**src/rtl/seg_addr_map.svh**
```systemverilog
`ifndef SEG_ADDR_MAP_SVH
`define SEG_ADDR_MAP_SVH
`define OFS_W      16
`define PHYS_W     20
`define SEG_SHIFT  4
`define DISP8_W    8
`define SEG_CODE   2'h0
`define SEG_DATA   2'h1
`define SEG_STACK  2'h2
`define SEG_EXTRA  2'h3
`define OFS_ZERO   16'h0000
`define PHYS_ZERO  20'h00000
`endif

```
**src/rtl/seg_addr_pkg.sv**
```systemverilog
`default_nettype none
package seg_addr_pkg;
  typedef enum logic [3:0] {
    mode_register        = 4'h0,
    mode_immediate       = 4'h1,
    mode_direct          = 4'h2,
    mode_reg_indirect    = 4'h3,
    mode_based           = 4'h4,
    mode_indexed         = 4'h5,
    mode_based_indexed   = 4'h6,
    mode_based_idx_disp  = 4'h7,
    mode_stack           = 4'h8,
    mode_fetch           = 4'h9,
    mode_string_dst      = 4'hA,
    mode_pointer_load    = 4'hB
  } addr_mode_e;
  typedef enum logic [1:0] {
    seg_code = 2'h0, seg_data = 2'h1, seg_stack = 2'h2, seg_extra = 2'h3
  } seg_sel_e;
  typedef struct packed {
    addr_mode_e  mode;
    logic        base_is_frame;
    logic        index_is_dest;
    logic        disp_is_byte;
    logic [15:0] disp;
    logic        override_valid;
    seg_sel_e    override_seg;
    logic        valid;
  } addr_req_s;
  typedef struct packed {
    logic [15:0] code_seg;
    logic [15:0] data_segment_base;
    logic [15:0] stack_seg;
    logic [15:0] extra_segment_base;
    logic [15:0] general_base_register;
    logic [15:0] frame_base_pointer;
    logic [15:0] source_index;
    logic [15:0] destination_index_register;
    logic [15:0] stack_ptr;
    logic [15:0] instr_ptr;
  } reg_view_s;
  typedef struct packed {
    logic        valid;
    logic        mem_ref;
    seg_sel_e    seg;
    logic [15:0] seg_base;
    logic [15:0] offset;
    logic [19:0] phys;
    logic [15:0] operand;
    logic        operand_valid;
    logic        load_pointer;
  } addr_out_s;
endpackage
`default_nettype wire

```
**src/rtl/offset_adder.sv**
```systemverilog
`timescale 1ns/1ps
`default_nettype none
`include "seg_addr_map.svh"
module offset_adder (
  input  wire logic [15:0] disp,
  input  wire logic        disp_is_byte,
  input  wire logic        use_disp,
  input  wire logic [15:0] base,
  input  wire logic        use_base,
  input  wire logic [15:0] index,
  input  wire logic        use_index,
  output var  logic [15:0] offset
);
  wire [15:0] disp_ext;
  wire [15:0] term_d;
  wire [15:0] term_b;
  wire [15:0] term_i;
  assign disp_ext = disp_is_byte ?
    {{(`OFS_W-`DISP8_W){disp[`DISP8_W-1]}}, disp[`DISP8_W-1:0]} : disp;
  assign term_d = use_disp  ? disp_ext : `OFS_ZERO;
  assign term_b = use_base  ? base     : `OFS_ZERO;
  assign term_i = use_index ? index    : `OFS_ZERO;
  assign offset = 16'(term_d + term_b + term_i);
endmodule // offset_adder
`default_nettype wire

```
**src/rtl/seg_select.sv**
```systemverilog
`timescale 1ns/1ps
`default_nettype none
`include "seg_addr_map.svh"
module seg_select (
  input  wire seg_addr_pkg::addr_req_s req,
  output var  seg_addr_pkg::seg_sel_e  seg
);
  wire seg_addr_pkg::seg_sel_e implicit_seg;
  wire uses_frame;
  assign uses_frame = req.base_is_frame &&
    ((req.mode == seg_addr_pkg::mode_reg_indirect && !req.index_is_dest) ||
     req.mode == seg_addr_pkg::mode_based ||
     req.mode == seg_addr_pkg::mode_based_indexed ||
     req.mode == seg_addr_pkg::mode_based_idx_disp);
  assign implicit_seg =
    (req.mode == seg_addr_pkg::mode_fetch ||
     req.mode == seg_addr_pkg::mode_immediate) ? seg_addr_pkg::seg_code :
    (req.mode == seg_addr_pkg::mode_stack || uses_frame) ?
      seg_addr_pkg::seg_stack :
    (req.mode == seg_addr_pkg::mode_string_dst) ? seg_addr_pkg::seg_extra :
    seg_addr_pkg::seg_data;
  assign seg = (req.override_valid &&
                req.mode != seg_addr_pkg::mode_fetch &&
                req.mode != seg_addr_pkg::mode_immediate &&
                req.mode != seg_addr_pkg::mode_stack &&
                req.mode != seg_addr_pkg::mode_string_dst) ?
               req.override_seg : implicit_seg;
endmodule // seg_select
`default_nettype wire

```
**src/rtl/segmented_address_generator.sv**
```systemverilog
`timescale 1ns/1ps
`default_nettype none
`include "seg_addr_map.svh"
module segmented_address_generator (
  input  wire logic                       clock,
  input  wire logic                       rst_n,
  input  wire seg_addr_pkg::addr_req_s    req,
  input  wire seg_addr_pkg::reg_view_s    regs,
  input  wire logic [15:0]                gen_operand,
  output var  seg_addr_pkg::addr_out_s    result
);
  logic rst_meta;
  logic rst_sync;
  wire  rst_n_int;

  always_ff @(posedge clock or negedge rst_n) begin
    if (!rst_n) begin
      rst_meta <= 1'b0;
      rst_sync <= 1'b0;
    end else begin
      rst_meta <= 1'b1;
      rst_sync <= rst_meta;
    end
  end
  assign rst_n_int = rst_sync;

  // Mode decode
  wire m_reg, m_imm, m_dir, m_ind, m_bas, m_idx, m_bi, m_bid;
  wire m_stk, m_fet, m_str, m_ptr;
  assign m_reg = req.mode == seg_addr_pkg::mode_register;
  assign m_imm = req.mode == seg_addr_pkg::mode_immediate;
  assign m_dir = req.mode == seg_addr_pkg::mode_direct;
  assign m_ind = req.mode == seg_addr_pkg::mode_reg_indirect;
  assign m_bas = req.mode == seg_addr_pkg::mode_based;
  assign m_idx = req.mode == seg_addr_pkg::mode_indexed;
  assign m_bi  = req.mode == seg_addr_pkg::mode_based_indexed;
  assign m_bid = req.mode == seg_addr_pkg::mode_based_idx_disp;
  assign m_stk = req.mode == seg_addr_pkg::mode_stack;
  assign m_fet = req.mode == seg_addr_pkg::mode_fetch;
  assign m_str = req.mode == seg_addr_pkg::mode_string_dst;
  assign m_ptr = req.mode == seg_addr_pkg::mode_pointer_load;

  // Register indirect: index_is_dest picks an index, else base_is_frame
  // picks between the two bases; base_is_frame high with an index selects
  // the destination index.
  wire ind_uses_index;
  assign ind_uses_index = m_ind & req.index_is_dest;

  wire use_disp, use_base, use_index;
  assign use_disp  = m_dir | m_bas | m_idx | m_bid | m_ptr;
  assign use_base  = m_bas | m_bi | m_bid | (m_ind & ~req.index_is_dest);
  assign use_index = m_idx | m_bi | m_bid | m_str | ind_uses_index;

  wire [15:0] base_val;
  wire [15:0] index_val;
  wire        pick_dest_index;
  assign base_val  = req.base_is_frame ? regs.frame_base_pointer :
                                         regs.general_base_register;
  assign pick_dest_index = m_str |
                           (ind_uses_index ? req.base_is_frame :
                                             req.index_is_dest);
  assign index_val = pick_dest_index ?
                     regs.destination_index_register : regs.source_index;

  wire [15:0] ea;
  offset_adder u_ofs (
    .disp         (req.disp),
    .disp_is_byte (req.disp_is_byte),
    .use_disp     (use_disp),
    .base         (base_val),
    .use_base     (use_base),
    .index        (index_val),
    .use_index    (use_index),
    .offset       (ea)
  );

  wire seg_addr_pkg::seg_sel_e seg;
  seg_select u_seg (
    .req (req),
    .seg (seg)
  );

  // segment base from one of four
  wire [15:0] seg_base;
  assign seg_base = (seg == seg_addr_pkg::seg_code)  ? regs.code_seg :
                    (seg == seg_addr_pkg::seg_stack) ? regs.stack_seg :
                    (seg == seg_addr_pkg::seg_extra) ?
                      regs.extra_segment_base : regs.data_segment_base;

  wire [15:0] offset;
  assign offset = m_fet ? regs.instr_ptr :
                  m_stk ? regs.stack_ptr :
                  m_imm ? regs.instr_ptr : ea;

  wire [19:0] phys;
  assign phys = 20'({seg_base, {`SEG_SHIFT{1'b0}}} + {4'h0, offset});

  wire mem_ref;
  assign mem_ref = req.valid & ~m_reg;

  wire [15:0] operand;
  wire        operand_valid;
  assign operand       = m_reg ? gen_operand : req.disp;
  assign operand_valid = req.valid & (m_reg | m_imm);

  seg_addr_pkg::addr_out_s next_result;
  always_comb begin
    next_result               = '0;
    next_result.valid         = req.valid;
    next_result.mem_ref       = mem_ref & ~m_imm;
    next_result.seg           = seg;
    next_result.seg_base      = mem_ref ? seg_base : `OFS_ZERO;
    next_result.offset        = mem_ref ? offset : `OFS_ZERO;
    next_result.phys          = mem_ref ? phys : `PHYS_ZERO;
    next_result.operand       = operand;
    next_result.operand_valid = operand_valid;
    next_result.load_pointer  = req.valid & m_ptr;
  end

  always_ff @(posedge clock or negedge rst_n_int) begin
    if (!rst_n_int) begin
      result <= '0;
    end else begin
      result <= next_result;
    end
  end

  logic [15:0] last_seg_base;
  logic [15:0] last_offset;
  always_ff @(posedge clock or negedge rst_n_int) begin
    if (!rst_n_int) begin
      last_seg_base <= `OFS_ZERO;
      last_offset   <= `OFS_ZERO;
    end else begin
      last_seg_base <= next_result.seg_base;
      last_offset   <= next_result.offset;
    end
  end

  property p_phys_sum;
    @(posedge clock) disable iff (!rst_n_int)
    result.mem_ref |->
      result.phys == 20'({last_seg_base, 4'h0} + {4'h0, last_offset});
  endproperty
  a_phys_sum: assert property (p_phys_sum)
    else $error("physical address mismatch");

  property p_reg_no_mem;
    @(posedge clock) disable iff (!rst_n_int)
    (req.valid && m_reg) |=> (!result.mem_ref && result.operand_valid);
  endproperty
  a_reg_no_mem: assert property (p_reg_no_mem)
    else $error("register mode made a memory reference");

  property p_imm_operand;
    @(posedge clock) disable iff (!rst_n_int)
    (req.valid && m_imm) |=> result.operand == $past(req.disp);
  endproperty
  a_imm_operand: assert property (p_imm_operand)
    else $error("immediate operand wrong");

  property p_fetch_code;
    @(posedge clock) disable iff (!rst_n_int)
    (req.valid && m_fet) |=> result.seg == seg_addr_pkg::seg_code;
  endproperty
  a_fetch_code: assert property (p_fetch_code)
    else $error("fetch not in code segment");

  property p_stack_seg;
    @(posedge clock) disable iff (!rst_n_int)
    (req.valid && !req.override_valid &&
     (m_stk || ((m_bas || m_bi) && req.base_is_frame)))
      |=> result.seg == seg_addr_pkg::seg_stack;
  endproperty
  a_stack_seg: assert property (p_stack_seg)
    else $error("stack reference not in stack segment");

  property p_string_extra;
    @(posedge clock) disable iff (!rst_n_int)
    (req.valid && m_str) |=> result.seg == seg_addr_pkg::seg_extra;
  endproperty
  a_string_extra: assert property (p_string_extra)
    else $error("string destination not in extra segment");

  property p_override;
    @(posedge clock) disable iff (!rst_n_int)
    (req.valid && req.override_valid && m_dir)
      |=> result.seg == $past(req.override_seg);
  endproperty
  a_override: assert property (p_override)
    else $error("override prefix ignored");

  property p_direct_sext;
    @(posedge clock) disable iff (!rst_n_int)
    (req.valid && m_dir && req.disp_is_byte)
      |=> result.offset == {{8{$past(req.disp[7])}}, $past(req.disp[7:0])};
  endproperty
  a_direct_sext: assert property (p_direct_sext)
    else $error("byte displacement not sign extended");

  property p_bi_sum;
    @(posedge clock) disable iff (!rst_n_int)
    (req.valid && m_bi)
      |=> result.offset == 16'($past(base_val) + $past(index_val));
  endproperty
  a_bi_sum: assert property (p_bi_sum)
    else $error("based indexed offset wrong");

  property p_ptr_load;
    @(posedge clock) disable iff (!rst_n_int)
    (req.valid && m_ptr) |=> (result.load_pointer && result.mem_ref);
  endproperty
  a_ptr_load: assert property (p_ptr_load)
    else $error("pointer load not flagged");

  property p_answer_next;
    @(posedge clock) disable iff (!rst_n_int)
    1'b1 |=> result.valid == $past(req.valid);
  endproperty
  a_answer_next: assert property (p_answer_next)
    else $error("answer not one cycle after request");

  property p_direct_word;
    @(posedge clock) disable iff (!rst_n_int)
    (req.valid && m_dir && !req.disp_is_byte)
      |=> result.offset == $past(req.disp);
  endproperty
  a_direct_word: assert property (p_direct_word)
    else $error("direct offset is not the displacement");

  property p_data_base;
    @(posedge clock) disable iff (!rst_n_int)
    (req.valid && m_dir && !req.override_valid)
      |=> result.seg_base == $past(regs.data_segment_base);
  endproperty
  a_data_base: assert property (p_data_base)
    else $error("segment base not from the data segment");

  property p_data_seg;
    @(posedge clock) disable iff (!rst_n_int)
    (req.valid && !req.override_valid && (m_dir || m_idx || m_ptr))
      |=> result.seg == seg_addr_pkg::seg_data;
  endproperty
  a_data_seg: assert property (p_data_seg)
    else $error("plain data reference not in data segment");

  property p_indirect_index;
    @(posedge clock) disable iff (!rst_n_int)
    (req.valid && m_ind && req.index_is_dest)
      |=> result.offset == ($past(req.base_is_frame) ?
                            $past(regs.destination_index_register) :
                            $past(regs.source_index));
  endproperty
  a_indirect_index: assert property (p_indirect_index)
    else $error("register indirect index offset wrong");

  property p_based_wrap;
    @(posedge clock) disable iff (!rst_n_int)
    (req.valid && m_bas && !req.disp_is_byte && !req.base_is_frame &&
     !req.override_valid)
      |=> result.phys == 20'({$past(regs.data_segment_base), 4'h0} +
                             {4'h0, 16'($past(req.disp) +
                                  $past(regs.general_base_register))});
  endproperty
  a_based_wrap: assert property (p_based_wrap)
    else $error("offset carry reached the physical address");

  property p_indexed_sum;
    @(posedge clock) disable iff (!rst_n_int)
    (req.valid && m_idx && !req.disp_is_byte && !req.index_is_dest)
      |=> result.offset == 16'($past(req.disp) + $past(regs.source_index));
  endproperty
  a_indexed_sum: assert property (p_indexed_sum)
    else $error("indexed offset wrong");

  property p_bid_sum;
    @(posedge clock) disable iff (!rst_n_int)
    (req.valid && m_bid && !req.disp_is_byte &&
     !req.base_is_frame && !req.index_is_dest)
      |=> result.offset == 16'($past(req.disp) +
                               $past(regs.general_base_register) +
                               $past(regs.source_index));
  endproperty
  a_bid_sum: assert property (p_bid_sum)
    else $error("based indexed displacement offset wrong");
endmodule // segmented_address_generator
`default_nettype wire

```
**config.mk**
```make
export PLATFORM = sky130hd
export DESIGN_NAME = segmented_address_generator
export DESIGN_NICKNAME = d
export VERILOG_FILES = /design/src/rtl/seg_addr_pkg.sv /design/src/rtl/offset_adder.sv /design/src/rtl/seg_select.sv /design/src/rtl/segmented_address_generator.sv
export VERILOG_INCLUDE_DIRS = /design/src /design/src/rtl
export SDC_FILE = /design/constraint.sdc
export NUM_CORES = 1
export LEC_CHECK = 0
export BUFFER_PORTS_ARGS = -buffer_cell sky130_fd_sc_hd__buf_2
export CAP_MARGIN = 20
export CORE_ASPECT_RATIO = 1.4
export CORE_MARGIN = 2
export CORE_UTILIZATION = 51
export DETAILED_ROUTE_END_ITERATION = 10
export PLACE_DENSITY = 0.85
export SLEW_MARGIN = 20
export SYNTH_ARGS = -nofsm -noshare
export SYNTH_HDL_FRONTEND = slang
export SYNTH_SLANG_ARGS = --single-unit
```
**constraint.sdc**
```tcl
create_clock -name clock -period 3.8 [get_ports clock]
set_input_delay 0.19 -clock clock [delete_from_list [all_inputs] [get_ports clock]]
set_output_delay 0.19 -clock clock [all_outputs]
set_load 0.1 [all_outputs]
```
==> results of run 1 <==
repair_timing:
action / CTS / global route
setup endpoints to repair: 14 / 18
hold buffers: 1 / 0
setup buffers: 17 / 16
pin swaps: 45 / 64
resized for setup: 57 / 68
hold endpoints to repair: 2 / 0
Yosys cell counts, types with 3 or more instances:
master / count
dfrtp_1: 72
nand2_1: 59
mux2_2: 50
inv_1: 48
nor2_1: 43
mux2i_1: 38
a21oi_1: 34
o21ai_0: 31
and2_1: 28
ha_1: 27
fa_1: 17
xnor2_1: 15
nor2b_1: 12
xor2_1: 11
a21o_1: 10
clkbuf_1: 10
buf_2: 9
nor3_1: 7
o22ai_1: 7
buf_4: 6
nand3_1: 6
a22oi_1: 5
nand2b_1: 5
a31oi_1: 4
buf_1: 4
mux2_1: 4
o21ai_1: 4
o31ai_1: 3
registers in the layout (all words and copies together), names as in the netlist:
signal,count
result,70
rst_meta,1
rst_n_int,1
worst paths after layout:
kind	start	endpoint	slack [ns]	cells after the start
max in group asynchronous	rst_n_int$_DFF_PN0_	result[53]$_DFF_PN0_	2.75	0
min in group asynchronous	rst_n	rst_n_int$_DFF_PN0_	0.15	2
setup reg to reg	rst_n_int$_DFF_PN0_	result[53]$_DFF_PN0_	2.75	0
setup / recovery	req[22]	result[37]$_DFF_PN0_	-1.37	25
hold reg to reg	rst_meta$_DFF_PN0_	rst_n_int$_DFF_PN0_	0.35	0
hold / removal	req[0]	result[73]$_DFF_PN0_	0.05	1
kinds of logic after synthesis:
kind of cell | count (synthesis) | share of synthesized area, %
xor+xnor | 26 | 3.98
mux | 93 | 17.5
flops | 72 | 31.5
fa+ha+maj | 44 | 11.8
other cells | 1 | 0.0655
simple gates | 181 | 15.6
buf+inv | 78 | 5.71
compound gates | 122 | 13.8
power by group:
group	internal [mW]	switching [mW]	leakage, nW	total [mW]
Sequential	0.881	0.0469	0.909	0.928
Combinational	1.05	1.89	3.83	2.94
Clock	0.579	0.351	0.154	0.929
Total	2.51	2.28	4.89	4.79
per-stage QoR:
stage	setup WS, ns	hold slack [ns]	cell area (um^2)	util (%)	TNS [ns]
2_1_floorplan	-1.34	-0.106	5830	-	-11.52
3_3_place_gp	-1.42	-0.0259	8160	75.1	-14.03
3_5_place_dp	-1.63	-0.0237	8160	75.1	-16.90
4_1_cts	-1.02	0.0383	8880	81.8	-8.67
5_1_grt	-1.54	0.0524	9300	85.5	-14.28
6_report	-1.37	0.0528	9300	85.6	-11.68
cell type report:
| cell class | count | area share [%] |
|---|---|---|
| clock buffer | 10 | 2.46 |
| multi-input combinational | 467 | 44.7 |
| inverter | 49 | 2.03 |
| tap | 141 | 1.90 |
| timing repair buffer | 432 | 28.5 |
| sequential | 72 | 19.4 |
| antenna | 4 | 0.108 |
| clock inverter | 6 | 0.969 |
layer usage:
metal / up-vias / routed length (um)
met1: 3194 / 7720
met3: 154 / 1950
met5: - / 11
li1: 2959 / -
met2: 468 / 12700
met4: 2 / 1800
==> flow_summary.toml, run 1 <==
[pwr]
p_leak_nw = 4.89
finalPower_mw = 4.79
irDropWorstVdd_mv = 0.295
power_density_nw_per_um2 = 515

[sta]
fin_crit_ns = 5.17
rsz0062_at_grt = "yes"
tightest_slew_ns = 0.906
relSlewSlack_pct = 39.6
timing.fmax_ghz = 0.193
maxSlewViolCount = 0
setup_viol = 15
fin_skew_ns = 0.00651
finalHoldViolCount = 0
layout_setup_ws_ns = -1.37
period_share_pct = 136

[worst_setup_path]
cp_slowest_cell = "or4_4"
worstPathArrival_ns = 5.40
cp_num_buf_inv = 5
start_kind = "primary input"
cp_top_family = "compound AO/OA/AOI/OAI gates"
critPathKind = "in2reg"
worstSetupEndpointType = "flip-flop"
cp.required_ns = 4.03
worstPathMaxFanout = 18
critPathMaxStageDelay_ns = 0.54

[grt]
gr-total-overflow = 0
met3_usage_pct = 6.80
grt.busiest_layer = "met2"
use_met2_pct = 67.3
antenna_found_initial = 4
grt_use_total_pct = 34.7
grt_max_degree = 71
grt_pass1_wl_um = 32100
grt_pass1_vias = 6921
grt_use_met1_pct = 32.7

[logic_synthesis]
synth_area_um2 = 5720
yosysWarningCount = 0
synth_edf_count = 0
ys_ff_latch = 72
synth.area.top_cells = "dfrtp_1 31%, mux2_2 9.8%, mux2i_1 6.6%, fa_1 5.9%, ha_1 5.9%"
synth_top_area_share_pct = 31.5
syn_nets = 866
ys_async_sr_fraction_pct = 100
synth.distinct_cells = 69
ys.flop_type = "dfrtp_1"
ys_seq_area_share_pct = 31.5
yosys.area.top_type = "dfrtp_1"
avgSynthCellArea_um2 = 9.28
syn_inst = 617

[final_layout]
layout-drive-gt1-share_pct = 58.8
area_delta_synth_final_pct = 62.5
mostFrequentLayoutCell = "buf_2"
final_cell_mix = "274 x buf_2, 141 x buf_4, 71 x dfrtp_1"
stdcell_count = 1181
multi_input_area_um2 = 4150
register_area_um2 = 1810
nets = 1280
fillers = 566

[detailed_routing]
num_vias = 6777
wirelength_um = 24200
drtIter0Drc = 328
viasPerCell = 5.74
dr.pass1.iters = 5
drc = 0
ant_nets = 0
wl_per_cell_um = 20.5

[cts]
cts_buffers = 9
clk_path_buf_depth = 2
clk_latency_ns = 0.35
cts.sinks = 72
cts-htree-levels = 3
path_clk_slew_ns = 0.06
cts_tree = "done"
cts_root_buf = "clkbuf_16"

[floorplanning]
coreArea_um2 = 10900
rows = 45
die-width_um = 93.5
start_util_pct = 52.7
die_y_um = 129
die_area_um2 = 12100
num_io_pins = 279

[flow_run]
drv_cap = 0

[place]
dp_cells = 1129
place.port_buffers = 278
dp_hpwl_um = 15800
place_congestion = 0.914

[outcome]
run_status = "complete, but fails checks"
failed_checks = "negative setup slack"

[hold_path]
hp-class = "in2reg"
(Power assumes the default switching activity.)
==> inputs of run 2 (changes only) <==
Settings changed: ABC_AREA set to 1, CORE_UTILIZATION 51 to 52, PLACE_DENSITY 0.85 to 0.86.
==> run 2 against run 1 <==
- the flow still finishes with violations (negative setup slack)
- clock power rose by 2.3%
- power decreased by 2.2%
- combinational power is 5% lower
- fmax grew 9.9%
- first-iteration DRC count rose to 3.5 times the previous value
- sequential power grew 0.4%
- final cell count increased by 21%
- sequential share of layout area is 0.39 points lower
- synthesized cell count increased by 42%
- setup slack gained 0.47 ns
- critical path type unchanged
- critical endpoint is now result[28]$_DFF_PN0_
==> flow_summary.toml, run 2 <==
[grt]
grt_pass1_wl_um = 37600
grt_use_met1_pct = 39.3
use_met2_pct = 72.5
grt_pass1_vias = 7844
antenna_found_initial = 4
met3_usage_pct = 8.83
gr-total-overflow = 0
grt.busiest_layer = "met2"
grt_use_total_pct = 40.1
grt_max_degree = 71

[cts]
cts.sinks = 72
path_clk_slew_ns = 0.07
clk_latency_ns = 0.35
cts_buffers = 9
cts_root_buf = "clkbuf_16"
cts_tree = "done"
clk_path_buf_depth = 2
cts-htree-levels = 3

[worst_setup_path]
worstSetupEndpointType = "flip-flop"
cp.required_ns = 4.01
reg2reg_setup_slack_ns = 2.71
cp_slowest_cell = "fa_1"
worstPathArrival_ns = 4.91
critPathMaxStageDelay_ns = 0.51
critPathKind = "in2reg"
worstPathMaxFanout = 8
start_kind = "primary input"

[logic_synthesis]
synth_most_common_cell = "nand2_1"
syn_nets = 1125
synth.distinct_cells = 42
synth_top_area_share_pct = 30.6
synth_area_um2 = 5890
syn_inst = 876
synthTopCellsByCount = "268 x nand2_1, 117 x nor2_1, 104 x inv_1"
yosys.area.top_type = "dfrtp_1"
synth_edf_count = 0
ys_seq_area_share_pct = 30.6
ys_ff_latch = 72
yosysWarningCount = 0
avgSynthCellArea_um2 = 6.72
synth.area.top_cells = "dfrtp_1 31%, nand2_1 17%, nor2_1 7.5%, inv_1 6.6%, fa_1 5.8%"
ys_async_sr_fraction_pct = 100
ys.flop_type = "dfrtp_1"

[final_layout]
largest_reg_flops = 70
utilization_pct = 85.0
top_register = "result"
final_cell_mix = "276 x buf_2, 242 x nand2_1, 121 x buf_4"
area_delta_synth_final_pct = 61.1
nets = 1524
mostFrequentLayoutCell = "buf_2"
stdcell_count = 1429
layout-drive-gt1-share_pct = 45.1

[floorplanning]
die_area_um2 = 12200
die_y_um = 130
start_util_pct = 52.8
die-width_um = 94.0
coreArea_um2 = 11200
rows = 46
num_io_pins = 279

[detailed_routing]
num_vias = 8593
drtIter0Drc = 1136
ant_nets = 0
drc = 0
wirelength_um = 29700
dr.pass1.iters = 7
viasPerCell = 6.01
wl_per_cell_um = 20.8

[flow_run]
drv_cap = 0

[sta]
tightest_slew_ns = 0.944
layout_setup_ws_ns = -0.904
relSlewSlack_pct = 37.0
timing.fmax_ghz = 0.213
period_share_pct = 124
rsz0062_at_grt = "yes"
setup_viol = 16
finalHoldViolCount = 0
maxSlewViolCount = 0
fin_crit_ns = 4.70
fin_skew_ns = 0.0128

[pwr]
irDropWorstVdd_mv = 0.261
finalPower_mw = 4.69
p_leak_nw = 5.28
power_density_nw_per_um2 = 494

[place]
dp_hpwl_um = 16900
dp_cells = 1356
place.port_buffers = 278
place_congestion = 0.907

[outcome]
failed_checks = "negative setup slack"
run_status = "complete, but fails checks"

[hold_path]
hp-class = "in2reg"
-- run 2: final timing paths --
path	from	cells past startpoint	endpoint
worst max register to register	rst_n_int$_DFF_PN0_	0	result[48]$_DFF_PN0_
worst max-delay path	req[25]	32	result[28]$_DFF_PN0_
min in group asynchronous	rst_n	2	rst_n_int$_DFF_PN0_
worst min register to register	rst_meta$_DFF_PN0_	0	rst_n_int$_DFF_PN0_
max in group asynchronous	rst_n_int$_DFF_PN0_	0	result[48]$_DFF_PN0_
worst min-delay path	gen_operand[0]	3	result[2]$_DFF_PN0_
-- run 2: final cells by class --
class,count,area (um^2)
Multi-Input combinational cell,662,4140
Timing Repair Buffer,418,2580
Sequential cell,72,1810
Fill cell,615,1680
Inverter,110,432
Clock buffer,10,229
Tap cell,144,180
Clock inverter,6,92.6
Timing Repair inverter,2,12.5
Antenna cell,5,12.5
-- run 2: what timing repair did --
item | CTS | global route
pin swaps | 33 | 54
hold buffers | 2 | 0
gates cloned | 0 | 2
endpoints found under the setup margin | 12 | 64
setup buffers | 36 | 14
endpoints found under the hold margin | 3 | 0
gates resized for setup | 36 | 126
-- run 2: critical path: cells and delay by family --
| family | cells | cell delay (ns) |
|---|---|---|
| AND/OR/NAND/NOR | 11 | 1.08 |
| AO/OA/AOI/OAI | 8 | 1.35 |
| XOR/XNOR | 1 | 0.10 |
| buffers and inverters | 9 | 0.94 |
| adder cells (fa/ha/maj) | 3 | 1.22 |
-- run 2: kinds of logic (layout without fill, tap and decap cells) --
family,count (synthesis),count (layout),share of synthesized area [%]
flip-flops,72,72,30.6
XOR/XNOR,12,12,1.78
AND/OR/NAND/NOR,458,458,31.9
other,1,6,0.0637
adder cells (fa/ha/maj),44,44,11.5
AO/OA/AOI/OAI,147,147,14.3
buffers and inverters,142,546,9.79
-- run 2: per-layer routing --
layer,vias up,wire (um)
met1,3788,8840
met3,318,3470
met5,-,0
met2,901,13800
li1,3586,-
met4,0,3520
-- run 2: metrics by stage --
stage / hold slack [ns] / setup WS [ns] / TNS [ns] / area, um^2
3_5_place_dp: -0.0224 / -0.900 / -9.66 / 8090
5_1_grt: 0.0441 / -1.14 / -12.53 / 9490
4_1_cts: 0.0418 / -0.436 / -3.83 / 8860
2_1_floorplan: -0.106 / -0.532 / -4.29 / 5980
6_report: 0.0517 / -0.904 / -9.07 / 9490
3_3_place_gp: -0.0241 / -0.756 / -7.54 / 8090
-- run 2: where the power goes --
part	switching [mW]	internal, mW
combinational	1.95	0.856
sequential	0.0538	0.879
clock	0.371	0.579
total	2.37	2.31
